## src/core/scsc_consts.vh

```
// Register offsets, field positions, command codes and timing counts of the channel status block.
`ifndef SCSC_CONSTS_VH
`define SCSC_CONSTS_VH

`define SCSC_ADDR_W           4
`define SCSC_OFF_COMMAND      4'h0
`define SCSC_OFF_SUMMARY      4'h1
`define SCSC_OFF_SUMMARY_EN   4'h2
`define SCSC_OFF_LINE_EN      4'h3
`define SCSC_OFF_RXERR_EN     4'h4
`define SCSC_OFF_FRAME_EN     4'h5
`define SCSC_OFF_TX_LOW       4'h6
`define SCSC_OFF_TX_HIGH      4'h7
`define SCSC_OFF_RX_THRESH    4'h8
`define SCSC_OFF_SEARCH       4'h9

`define SCSC_CMD_NOP          8'h00
`define SCSC_CMD_FORCE_CRC    8'h18
`define SCSC_CMD_CHAN_RESET   8'h21
`define SCSC_CMD_SEARCH       8'h31

`define SCSC_BIT_TX_SUMMARY   7
`define SCSC_BIT_RX_SUMMARY   6
`define SCSC_BIT_TX_ROOM      1
`define SCSC_BIT_RX_AVAIL     0
`define SCSC_BIT_FRAME_DONE   7

`define SCSC_TX_LINE_MASK     8'hC8
`define SCSC_RX_LINE_MASK     8'h37
`define SCSC_RX_ERR_MASK      8'hFC

`define SCSC_REG_RESET        8'h00
`define SCSC_THRESH_W         5
`define SCSC_COUNT_W          6
`define SCSC_FULL_HIGH        5'h1F

`define SCSC_CRC_VALID_CYC    4'hF
`define SCSC_CRC_CNT_W        4

`endif

```

## src/core/scsc_status_top.v

```verilog
// Channel command decode, summary status register and request outputs.
//
// Functional notes
// RULE1: Command 18H starts CRC on delay-register byte.
// RULE2: Host issues forced CRC after second CRC byte.
// RULE3: CRC status valid 15 clocks later, until next byte.
// RULE4: Command 21H resets channel, disables, flushes buffers.
// RULE5: Command 31H enters search, sets search flag.
// RULE6: Command 00H changes nothing.
// RULE7: Summary status cleared by reset, channel reset, stop.
// RULE8: Transmit summary ORs underrun, idle, CTS-change terms.
// RULE9: Transmit request when summary and its enable set.
// RULE10: Receive summary ORs enabled line, error, frame flags.
// RULE11: Frame-done term needs enable, end, last read.
// RULE12: Receive request when summary and its enable set.
// RULE13: Summary bits five to two read zero.
// RULE14: Transmit room hysteresis between low and high+1.
// RULE15: Transmit room zero when disabled or underrun.
// RULE16: Host writes transmit buffer only with room.
// RULE17: Transmit room drives DMA request and interrupt.
// RULE18: Word write at high 31 drops second byte.
// RULE19: Receive available sets at threshold+1 or end-of-message; the code sets on end-of-message in bit-sync mode only.
// RULE20: Receive available holds until buffer empty.
// RULE21: Receive available drives DMA request and interrupt.
// RULE22: Summary bits are unlatched combinational levels.
`include "scsc_consts.vh"

module scsc_status_top (
    input  wire                      i_clk,
    input  wire                      i_rst_n,
    input  wire [`SCSC_ADDR_W-1:0]   i_addr,
    input  wire [7:0]                i_wdata,
    input  wire                      i_wr,
    input  wire                      i_rd,
    output reg  [7:0]                o_rdata,
    input  wire                      i_sys_stop,
    input  wire [7:0]                i_line_event_status,
    input  wire [7:0]                i_receive_error_status,
    input  wire                      i_frame_ended,
    input  wire                      i_last_char_read,
    input  wire                      i_tx_enabled,
    input  wire                      i_underrun_event,
    input  wire [`SCSC_COUNT_W-1:0]  i_tx_count,
    input  wire [`SCSC_COUNT_W-1:0]  i_rx_count,
    input  wire                      i_bitsync_mode,
    input  wire                      i_eom_enter,
    input  wire                      i_rx_byte_loaded,
    input  wire [7:0]                i_rx_delay_byte,
    input  wire                      i_search_lock,
    input  wire                      i_host_word_write,
    input  wire                      i_dma_write,
    output wire                      o_tx_irq,
    output wire                      o_rx_irq,
    output wire                      o_tx_room_irq,
    output wire                      o_rx_avail_irq,
    output wire                      o_tx_dma_req,
    output wire                      o_rx_dma_req,
    output wire                      o_tx_room_flag,
    output wire                      o_rx_avail_flag,
    output wire                      o_drop_second_byte,
    output wire                      o_chan_reset,
    output wire                      o_search_enter,
    output wire                      o_crc_force,
    output wire [7:0]                o_crc_byte,
    output wire                      o_crc_status_valid
);

    // Software-held enables and thresholds.
    reg  [7:0]                summary_irq_enable;
    reg  [7:0]                line_event_irq_enable;
    reg  [7:0]                receive_error_irq_enable;
    reg  [7:0]                frame_end_irq_enable;
    reg  [`SCSC_THRESH_W-1:0] tx_low_level;
    reg  [`SCSC_THRESH_W-1:0] tx_high_level;
    reg  [`SCSC_THRESH_W-1:0] rx_level;
    reg                       search_active_flag;

    wire                      cmd_wr;
    wire                      chan_clear;
    wire                      tx_room_flag;
    wire                      rx_avail_flag;
    wire                      frame_done_read_flag;
    wire                      tx_irq_summary;
    wire                      rx_irq_summary;
    wire [7:0]                channel_summary_status;
    wire                      tx_summary_enable;
    wire                      rx_summary_enable;
    wire                      tx_room_irq_enable;
    wire                      rx_avail_irq_enable;
    reg  [7:0]                next_rdata;

    assign cmd_wr     = i_wr && (i_addr == `SCSC_OFF_COMMAND);
    assign chan_clear = o_chan_reset || i_sys_stop;

    scsc_cmd_decode u_cmd (
        .i_clk              (i_clk),
        .i_rst_n            (i_rst_n),
        .i_cmd_wr           (cmd_wr),
        .i_cmd              (i_wdata),
        .i_rx_delay_byte    (i_rx_delay_byte),
        .i_rx_byte_loaded   (i_rx_byte_loaded),
        .i_sys_stop         (i_sys_stop),
        .o_chan_reset       (o_chan_reset),
        .o_search_enter     (o_search_enter),
        .o_crc_force        (o_crc_force),
        .o_crc_byte         (o_crc_byte),
        .o_crc_status_valid (o_crc_status_valid)
    );

    scsc_ready_flags u_ready (
        .i_clk            (i_clk),
        .i_rst_n          (i_rst_n),
        .i_clear          (chan_clear),
        .i_tx_enabled     (i_tx_enabled),
        .i_underrun_event (i_underrun_event),
        .i_tx_count       (i_tx_count),
        .i_tx_low         (tx_low_level),
        .i_tx_high        (tx_high_level),
        .i_rx_count       (i_rx_count),
        .i_rx_thresh      (rx_level),
        .i_bitsync_mode   (i_bitsync_mode),
        .i_eom_enter      (i_eom_enter),
        .o_tx_room        (tx_room_flag),
        .o_rx_avail       (rx_avail_flag)
    );

    // Register writes; the channel reset pulse returns every enable and threshold register to its initial value.
    always @(posedge i_clk or negedge i_rst_n) begin
        if (!i_rst_n) begin
            summary_irq_enable       <= `SCSC_REG_RESET;
            line_event_irq_enable    <= `SCSC_REG_RESET;
            receive_error_irq_enable <= `SCSC_REG_RESET;
            frame_end_irq_enable     <= `SCSC_REG_RESET;
            tx_low_level             <= {`SCSC_THRESH_W{1'b0}};
            tx_high_level            <= {`SCSC_THRESH_W{1'b0}};
            rx_level                 <= {`SCSC_THRESH_W{1'b0}};
        end else if (o_chan_reset) begin
            summary_irq_enable       <= `SCSC_REG_RESET; // RULE4
            line_event_irq_enable    <= `SCSC_REG_RESET; // RULE4
            receive_error_irq_enable <= `SCSC_REG_RESET; // RULE4
            frame_end_irq_enable     <= `SCSC_REG_RESET; // RULE4
            tx_low_level             <= {`SCSC_THRESH_W{1'b0}}; // RULE4
            tx_high_level            <= {`SCSC_THRESH_W{1'b0}}; // RULE4
            rx_level                 <= {`SCSC_THRESH_W{1'b0}}; // RULE4
        end else if (i_wr) begin
            case (i_addr)
                `SCSC_OFF_SUMMARY_EN: begin
                    summary_irq_enable <= i_wdata;
                end
                `SCSC_OFF_LINE_EN: begin
                    line_event_irq_enable <= i_wdata;
                end
                `SCSC_OFF_RXERR_EN: begin
                    receive_error_irq_enable <= i_wdata;
                end
                `SCSC_OFF_FRAME_EN: begin
                    frame_end_irq_enable <= i_wdata;
                end
                `SCSC_OFF_TX_LOW: begin
                    tx_low_level <= i_wdata[`SCSC_THRESH_W-1:0];
                end
                `SCSC_OFF_TX_HIGH: begin
                    tx_high_level <= i_wdata[`SCSC_THRESH_W-1:0];
                end
                `SCSC_OFF_RX_THRESH: begin
                    rx_level <= i_wdata[`SCSC_THRESH_W-1:0];
                end
                default: begin
                end
            endcase
        end
    end

    // Search flag is set by the command and dropped when the recovery unit locks.
    always @(posedge i_clk or negedge i_rst_n) begin
        if (!i_rst_n) begin
            search_active_flag <= 1'b0;
        end else if (o_search_enter) begin
            search_active_flag <= 1'b1; // RULE5
        end else if (chan_clear || i_search_lock) begin
            search_active_flag <= 1'b0;
        end
    end

    // Summary bits follow their flags and enables directly, with no latch of their own.
    assign frame_done_read_flag = frame_end_irq_enable[`SCSC_BIT_FRAME_DONE] &&
                                  i_frame_ended && i_last_char_read; // RULE11

    assign tx_irq_summary = !chan_clear &&
        (|(i_line_event_status & line_event_irq_enable & `SCSC_TX_LINE_MASK)); // RULE8 RULE22

    assign rx_irq_summary = !chan_clear &&
        ((|(i_line_event_status & line_event_irq_enable & `SCSC_RX_LINE_MASK)) ||
         (|(i_receive_error_status & receive_error_irq_enable & `SCSC_RX_ERR_MASK)) ||
         frame_done_read_flag); // RULE10 RULE22 RULE7

    assign channel_summary_status = {tx_irq_summary, rx_irq_summary, 4'h0,
                                     tx_room_flag, rx_avail_flag}; // RULE13

    assign tx_summary_enable   = summary_irq_enable[`SCSC_BIT_TX_SUMMARY];
    assign rx_summary_enable   = summary_irq_enable[`SCSC_BIT_RX_SUMMARY];
    assign tx_room_irq_enable  = summary_irq_enable[`SCSC_BIT_TX_ROOM];
    assign rx_avail_irq_enable = summary_irq_enable[`SCSC_BIT_RX_AVAIL];

    assign o_tx_irq       = tx_irq_summary && tx_summary_enable; // RULE9
    assign o_rx_irq       = rx_irq_summary && rx_summary_enable; // RULE12
    assign o_tx_room_irq  = tx_room_flag && tx_room_irq_enable; // RULE17
    assign o_rx_avail_irq = rx_avail_flag && rx_avail_irq_enable; // RULE21
    assign o_tx_dma_req   = tx_room_flag; // RULE17
    assign o_rx_dma_req   = rx_avail_flag; // RULE21
    assign o_tx_room_flag  = tx_room_flag;
    assign o_rx_avail_flag = rx_avail_flag;

    // A host word write with the high threshold at full loses its upper byte; DMA never does.
    assign o_drop_second_byte = i_host_word_write && !i_dma_write &&
                                (tx_high_level == `SCSC_FULL_HIGH); // RULE18

    always @* begin
        case (i_addr)
            `SCSC_OFF_SUMMARY:    next_rdata = channel_summary_status;
            `SCSC_OFF_SUMMARY_EN: next_rdata = summary_irq_enable;
            `SCSC_OFF_LINE_EN:    next_rdata = line_event_irq_enable;
            `SCSC_OFF_RXERR_EN:   next_rdata = receive_error_irq_enable;
            `SCSC_OFF_FRAME_EN:   next_rdata = frame_end_irq_enable;
            `SCSC_OFF_TX_LOW:     next_rdata = {3'h0, tx_low_level};
            `SCSC_OFF_TX_HIGH:    next_rdata = {3'h0, tx_high_level};
            `SCSC_OFF_RX_THRESH:  next_rdata = {3'h0, rx_level};
            `SCSC_OFF_SEARCH:     next_rdata = {7'h00, search_active_flag};
            default:              next_rdata = 8'h00;
        endcase
    end

    // Read data stand only in the cycle after the read strobe.
    always @(posedge i_clk or negedge i_rst_n) begin
        if (!i_rst_n) begin
            o_rdata <= 8'h00;
        end else begin
            o_rdata <= i_rd ? next_rdata : 8'h00;
        end
    end

endmodule

```

## src/core/scsc_cmd_decode.v

```verilog
// Command decoder for no-op, forced receive CRC, channel reset and search entry.
`include "scsc_consts.vh"

module scsc_cmd_decode (
    input  wire       i_clk,
    input  wire       i_rst_n,
    input  wire       i_cmd_wr,
    input  wire [7:0] i_cmd,
    input  wire [7:0] i_rx_delay_byte,
    input  wire       i_rx_byte_loaded,
    input  wire       i_sys_stop,
    output reg        o_chan_reset,
    output reg        o_search_enter,
    output reg        o_crc_force,
    output reg  [7:0] o_crc_byte,
    output reg        o_crc_status_valid
);

    reg [`SCSC_CRC_CNT_W-1:0] crc_wait;
    reg                       crc_busy;

    wire hit_crc    = i_cmd_wr && (i_cmd == `SCSC_CMD_FORCE_CRC);
    wire hit_reset  = i_cmd_wr && (i_cmd == `SCSC_CMD_CHAN_RESET);
    wire hit_search = i_cmd_wr && (i_cmd == `SCSC_CMD_SEARCH);

    // Command 00H and all unlisted codes leave every output untouched.
    always @(posedge i_clk or negedge i_rst_n) begin
        if (!i_rst_n) begin
            o_chan_reset   <= 1'b0;
            o_search_enter <= 1'b0;
            o_crc_force    <= 1'b0;
            o_crc_byte     <= 8'h00;
        end else begin
            o_chan_reset   <= hit_reset; // RULE4
            o_search_enter <= hit_search; // RULE5
            o_crc_force    <= hit_crc; // RULE1 RULE6
            if (hit_crc) begin
                o_crc_byte <= i_rx_delay_byte; // RULE1
            end
        end
    end

    // The CRC result is declared valid a fixed number of clocks after the command.
    always @(posedge i_clk or negedge i_rst_n) begin
        if (!i_rst_n) begin
            crc_wait           <= {`SCSC_CRC_CNT_W{1'b0}};
            crc_busy           <= 1'b0;
            o_crc_status_valid <= 1'b0;
        end else if (hit_reset || i_sys_stop) begin
            crc_wait           <= {`SCSC_CRC_CNT_W{1'b0}};
            crc_busy           <= 1'b0;
            o_crc_status_valid <= 1'b0;
        end else if (hit_crc) begin
            crc_wait           <= `SCSC_CRC_CNT_W'd1;
            crc_busy           <= 1'b1;
            o_crc_status_valid <= 1'b0;
        end else if (crc_busy) begin
            if (crc_wait == `SCSC_CRC_VALID_CYC - 4'h1) begin
                crc_busy           <= 1'b0;
                o_crc_status_valid <= 1'b1; // RULE3
            end else begin
                crc_wait <= crc_wait + `SCSC_CRC_CNT_W'd1;
            end
        end else if (i_rx_byte_loaded) begin
            o_crc_status_valid <= 1'b0; // RULE3
        end
    end

endmodule

```

## src/core/scsc_ready_flags.v

```verilog
// Transmit-room and receive-available flags with threshold hysteresis.
`include "scsc_consts.vh"

module scsc_ready_flags (
    input  wire                     i_clk,
    input  wire                     i_rst_n,
    input  wire                     i_clear,
    input  wire                     i_tx_enabled,
    input  wire                     i_underrun_event,
    input  wire [`SCSC_COUNT_W-1:0] i_tx_count,
    input  wire [`SCSC_THRESH_W-1:0] i_tx_low,
    input  wire [`SCSC_THRESH_W-1:0] i_tx_high,
    input  wire [`SCSC_COUNT_W-1:0] i_rx_count,
    input  wire [`SCSC_THRESH_W-1:0] i_rx_thresh,
    input  wire                     i_bitsync_mode,
    input  wire                     i_eom_enter,
    output reg                      o_tx_room,
    output reg                      o_rx_avail
);

    wire [`SCSC_COUNT_W-1:0] tx_low_ext  = {1'b0, i_tx_low};
    wire [`SCSC_COUNT_W-1:0] tx_high_one = {1'b0, i_tx_high} + `SCSC_COUNT_W'd1;
    wire [`SCSC_COUNT_W-1:0] rx_th_one   = {1'b0, i_rx_thresh} + `SCSC_COUNT_W'd1;
    reg                      next_tx_room;
    reg                      next_rx_avail;

    always @* begin
        next_tx_room = o_tx_room;
        if (!i_tx_enabled || i_underrun_event) begin
            next_tx_room = 1'b0; // RULE15
        end else if (i_tx_count <= tx_low_ext) begin
            next_tx_room = 1'b1; // RULE14
        end else if (i_tx_count >= tx_high_one) begin
            next_tx_room = 1'b0; // RULE14
        end
    end

    // Setting wins over emptiness so an end-of-message byte entering in bit-sync mode is not lost to an empty count; a channel clear in the same cycle still wins.
    always @* begin
        next_rx_avail = o_rx_avail;
        if ((i_rx_count >= rx_th_one) || (i_bitsync_mode && i_eom_enter)) begin
            next_rx_avail = 1'b1; // RULE19
        end else if (i_rx_count == {`SCSC_COUNT_W{1'b0}}) begin
            next_rx_avail = 1'b0; // RULE20
        end
    end

    always @(posedge i_clk or negedge i_rst_n) begin
        if (!i_rst_n) begin
            o_tx_room  <= 1'b0;
            o_rx_avail <= 1'b0;
        end else if (i_clear) begin
            o_tx_room  <= 1'b0; // RULE7
            o_rx_avail <= 1'b0; // RULE7
        end else begin
            o_tx_room  <= next_tx_room;
            o_rx_avail <= next_rx_avail;
        end
    end

endmodule

```

## config.mk

```make
export PLATFORM = sky130hd
export DESIGN_NAME = scsc_status_top
export DESIGN_NICKNAME = d
export VERILOG_FILES = /design/src/core/scsc_status_top.v /design/src/core/scsc_cmd_decode.v /design/src/core/scsc_ready_flags.v
export VERILOG_INCLUDE_DIRS = /design/src /design/src/core
export SDC_FILE = /design/constraint.sdc
export NUM_CORES = 1
export LEC_CHECK = 0
export CELL_PAD_IN_SITES_DETAIL_PLACEMENT = 1
export CELL_PAD_IN_SITES_GLOBAL_PLACEMENT = 1
export CORE_MARGIN = 2
export CORE_UTILIZATION = 49
export CTS_CLUSTER_DIAMETER = 40
export DETAILED_ROUTE_END_ITERATION = 10
export DONT_BUFFER_PORTS = 1
export PLACE_DENSITY_LB_ADDON = 0.1
export SLEW_MARGIN = 5
export SYNTH_ARGS = -nofsm -noshare
export SYNTH_HDL_FRONTEND = slang
export SYNTH_HIERARCHICAL = 1
export SYNTH_SLANG_ARGS = --single-unit
```

## constraint.sdc

```tcl
create_clock -name i_clk -period 2.44 [get_ports i_clk]
set_input_delay 0.122 -clock i_clk [delete_from_list [all_inputs] [get_ports i_clk]]
set_output_delay 0.122 -clock i_clk [all_outputs]
set_load 0.01 [all_outputs]
```

# After elaboration in Yosys (flattened, before gate mapping)
# Cells that the tools add are included.
[word_totals]
in_bits = 63
out_inout_bits = 29
ff_bits = 75
[op_classes]
add_sub_neg = 3
n_bitwise = 2
n_eq_ne = 16
order_cmp = 3
mux = 45
reduce_logical = 52
[ops]
columns = ["op", "n"]
rows = [
  ["$mux W8", 13],
  ["$pmux W8 S9", 1],
  ["$mux W5", 9],
  ["$mux W1", 18],
  ["$reduce_and A2 Y1", 9],
  ["$reduce_bool A2 Y1", 9],
  ["$and A8 B8 Y8", 2],
  ["$eq A4 B3 Y1 const B", 4],
  ["$eq A8 B6 Y1 const B", 2],
  ["$mux W4", 4],
  ["$logic_and A1 B1 Y1", 15],
  ["$add A5 B1 Y6 const B", 2],
  ["$eq A4 B4 Y1 const B", 3],
  ["$ge A6 B6 Y1", 2],
  ["$eq A4 B2 Y1 const B", 2],
  ["$eq A8 B5 Y1 const B", 1],
  ["$reduce_bool A4 Y1", 2],
  ["$logic_or A1 B1 Y1", 7],
  ["$le A6 B5 Y1", 1],
  ["$logic_not A6 Y1", 1],
  ["$reduce_bool A3 Y1", 2],
  ["$reduce_or A6 Y1", 1],
  ["$eq A5 B5 Y1 const B", 1],
  ["$reduce_or A5 Y1", 1],
  ["other kinds (7)", 9],
]

# Depth between registers and ports, before layout
[depth]
word_depth = 7
mapped_depth = 8
mapped_depth_nobuf = 8

# Cells and area by module
# The synthesis kept the hierarchy.
[modules_own_cells]
columns = ["module", "seq_area_each_um2", "cells_each", "area_per_inst_um2", "instances"]
rows = [
  ["scsc_status_top", 1401.3, 295, 2895.3, 1],
  ["scsc_cmd_decode", 425.4, 59, 785.8, 1],
  ["scsc_ready_flags", 50.0, 73, 598.1, 1],
]

# Least setup slack after synthesis
# Ideal clock, no wire load.
[synth_path]
path_kind = "input to register"
start = "input port i_wr"
end = "register u_cmd.o_crc_byte[0]"
arrival_time_ps = 2102
path_slack_ps = 213
cell_stages = 8
path_buffers = 2
cell_sequence = "buf_4 or3b_1 buf_2 nor3_1 or4b_4 or3_4 clkinv_4 mux2_4"
[synth_via]
elab_chain_len = 2
[synth_lines]
columns = ["element", "line_no", "rtl"]
rows = [
  ["start: declaration", "scsc_status_top.v:33", "input wire i_wr,"],
  ["$logic_and A1 B1 Y1", "scsc_status_top.v:92", "assign cmd_wr = i_wr && (i_addr == `SCSC_OFF_COMMAND);"],
  ["named net cmd_wr", "scsc_status_top.v:78", "wire cmd_wr;"],
  ["$logic_and A1 B1 Y1", "scsc_cmd_decode.v:22", "wire hit_crc = i_cmd_wr && (i_cmd == `SCSC_CMD_FORCE_CRC);"],
  ["named net u_cmd.hit_crc", "scsc_cmd_decode.v:22", ""],
  ["end signal: assignment", "scsc_cmd_decode.v:38", "o_crc_byte <= i_rx_delay_byte;"],
  ["end: declaration", "scsc_cmd_decode.v:15", "output reg [7:0] o_crc_byte,"],
]
# The timed path passes the listed nets, and every way through them passes these cells.
# A chain may end at the register's enable or synchronous reset.

# Worst setup path after layout
[layout_path]
start = "input port i_wdata[4]"
end = "register u_cmd.o_search_enter"
[layout_via]
elab_chain_len = 2
[layout_lines]
columns = ["element", "line_no", "rtl"]
rows = [
  ["start: declaration", "scsc_status_top.v:32", "input wire [7:0] i_wdata,"],
  ["$eq A8 B6 Y1 (no line)", "--", ""],
  ["$logic_and A1 B1 Y1", "scsc_cmd_decode.v:24", "wire hit_search = i_cmd_wr && (i_cmd == `SCSC_CMD_SEARCH);"],
  ["named net u_cmd.hit_search", "scsc_cmd_decode.v:24", ""],
  ["end signal: assignment", "scsc_cmd_decode.v:35", "o_search_enter <= hit_search;"],
  ["end: declaration", "scsc_cmd_decode.v:13", "output reg o_search_enter,"],
]
# The timed path passes the listed nets, and every way through them passes these cells.

==> run metrics <==
status complete, no violations; Startpoint Class input port; vias per cell 6.312; Clock Sinks 75; dpl hpwl 8637 microns; total die area 9497 sq um; footprint of the multi-input gates 2226 sq um; DRC viols 0; Layout fillers 955; initial DRC count 142; Final Power 0.003291 W; Fin. Hold Viols 0; Setup Skew 6.375 ps; Total Wirelength 13400 microns; Leakage 2.190 nW; Boundary Pins 92; initial antenna violation count 1; total grt overflow 0; Die H 97.45 microns; final instance area 4887 sq um; Die Span X 97.45 microns; register area 1877 sq um; initial core utilization 49.80%; pin count of the biggest net entering global routing 76; router iterations before antenna repair 6; core area 8593 sq um; CP required 2730 ps; Layout area overhead 14.21%; crit path max fanout 8; Max VDD drop 0.0003407 V; layout net count 537; row count 34; Crit. End Element flip-flop; first-pass GRT wire length 21560 microns; period utilization 91.18%; cell area after synthesis 4279 sq um; H-tree depth 3; IO Port Bufs 0; ys async rst share 100.0%; Tightest Hold Check Type in -> reg; Synth Net Count 511; critical path class in -> reg; RePlAce Congestion 0.8128; Yosys top cell by area dfrtp_1; area share of the largest cell type after synthesis 43.86%; syn avg cell area 10.02 sq um; DP Area 4337 sq um; Slew @ Worst Pin 671.9 ps; Final Max Tran Viols 0; # setup viols final 0; Cells after Synth 427; Clock Path Buffers 2; clock-pin slew on the worst setup and hold paths 90 ps; Slew headroom 54.93%; Top FF cell, synth dfrtp_1; Inserted Clock Buffers 9; Post-synth EDFFs 0; post-cts resize count 0; layout cells sized above 1 9.170%; Seq cells post-synth 75; data arrival time of the worst path 2520 ps; CTS tree done; MaxCap Viol Count 0; Ys Warns 6; Yosys cell types 63; RSZ-0062 raised after global routing false; Post-CTS Setup Inserts 0; Worst-Skew Late Latency 360 ps; maximum clock frequency 449.5 MHz; minimum clock period 2225 ps; post-route antenna net violation count 0; Cell Pwr Density 673.5 nW/um^2; via count 3579; largest cells by area after synthesis dfrtp_1 (44%), mux2i_1 (8.4%), ha_1 (6.1%); Wirelength per Cell 23.64 microns; setup TNS 0 ps; gr usage total 29.26%; vias in the first global route 3944; Seq/Total Area, Yosys 43.86%; Root Driver clkbuf_8
## layout make-up
type | instances | share of cell area, %
Antenna cell | 1 | 0.05120
Multi-Input combinational cell | 313 | 45.55
Timing Repair Buffer | 35 | 7.373
Clock inverter | 6 | 1.485
Tap cell | 108 | 2.765
Clock buffer | 10 | 2.816
Inverter | 19 | 1.562
Sequential cell | 75 | 38.40
## Yosys cell counts, drive strengths merged, types with 4 or more instances
cell    count
dfrtp      75
nor2       40
mux2i      36
nand2      33
a21oi      32
o21ai      22
ha         21
inv        18
nand3      17
buf        13
mux2       12
nor3        9
a22oi       7
clkbuf      7
nor2b       7
a211oi      5
a31oi       4
or3         4
xor2        4
## stage by stage
step | hold slack [ps] | setup slack, ps | utilization, % | cells
after floorplan | -173.6 | 213.3 | - | 427
after global placement | -170.2 | 343.6 | 50.47 | 518
after detailed placement | -170.9 | 313.5 | 50.47 | 518
after CTS | 1.095 | 340.8 | 56.84 | 566
after global routing | 0.8249 | 171.8 | 56.84 | 566
final | 14.22 | 215.2 | 56.87 | 567
## flip-flops by register name, summed over array words and instances, names as in the netlist
register	cells
u_cmd/o_crc_byte	8
rx_level	5
o_rdata	8
frame_end_irq_enable	8
u_cmd/o_crc_force	1
u_cmd/crc_wait	4
receive_error_irq_enable	8
u_cmd/o_chan_reset	1
search_active_flag	1
u_cmd/crc_busy	1
u_ready/o_rx_avail	1
line_event_irq_enable	8
tx_low_level	5
summary_irq_enable	8
u_ready/o_tx_room	1
u_cmd/o_search_enter	1
u_cmd/o_crc_status_valid	1
tx_high_level	5
## routing by layer
| layer | wire (microns) | global-route usage, % | vias to the layer above |
|---|---|---|---|
| met2 | 6510 | 47.06 | 128 |
| met5 | 0 | 0 | - |
| met4 | 391 | 12.07 | 0 |
| li1 | - | - | 1615 |
| met1 | 5643 | 37.27 | 1806 |
| met3 | 858 | 8.273 | 30 |
## cell usage in the layout, fill, tap and decap left out, types with 4 or more instances in the layout
cell type / count
dfrtp_1: 75
ha_1: 21
xor2_1: 4
dlygate4sd3_1: 31
a22oi_1: 7
a21oi_1: 32
nor2b_1: 7
mux2_4: 8
a31oi_1: 4
inv_1: 18
nor2_1: 40
mux2i_1: 36
a211oi_1: 5
nand3_1: 17
o21ai_0: 21
nor3_1: 7
nand2_1: 33
clkbuf_8: 10
mux2_2: 4
## final timing paths
path / from / endpoint / slack [ps] / cells past startpoint
setup / recovery: i_wdata[4] / u_cmd/o_search_enter / 220 / 5
hold / removal: i_wdata[2] / u_cmd/o_chan_reset / 10 / 2
setup reg to reg: rx_level[0] / u_ready/o_rx_avail / 340 / 8
hold reg to reg: frame_end_irq_enable[2] / frame_end_irq_enable[2] / 530 / 2
max in group asynchronous: i_rst_n / frame_end_irq_enable[7] / 1750 / 2
min in group asynchronous: i_rst_n / u_cmd/crc_wait[1] / 320 / 2
## kinds of logic (layout without fill, tap and decap cells)
logic type      count (synthesis)  count (layout)  share of synthesized area [%]
compound gates                 97              97                          14.56
xor+xnor                        6               6                          1.228
fa+ha+maj                      21              21                          6.140
buf+inv                        39              70                          4.123
flops                          75              75                          43.86
mux                            49              49                          12.81
other cells                     0               1                              0
simple gates                  140             140                          17.28
## power by group
part / switching [W] / internal [W] / leakage (nW) / total (W)
clock: 0.000508 / 0.000511 / 0.103 / 0.00102
sequential: 0.000191 / 0.00142 / 0.972 / 0.00161
combinational: 0.000344 / 0.000314 / 1.11 / 0.000658
## worst max-delay path, cell delays in order
cell	delay, ps
dlygate4sd3_1	860
nand4b_1	160
dlygate4sd3_1	590
nor3_1	180
dlygate4sd3_1	600
## timing repair
action	in CTS	in global routing
endpoints found under the setup margin	0	0
hold buffers	32	0
endpoints found under the hold margin	145	0
Note: power is estimated with default switching activity, not from simulation.
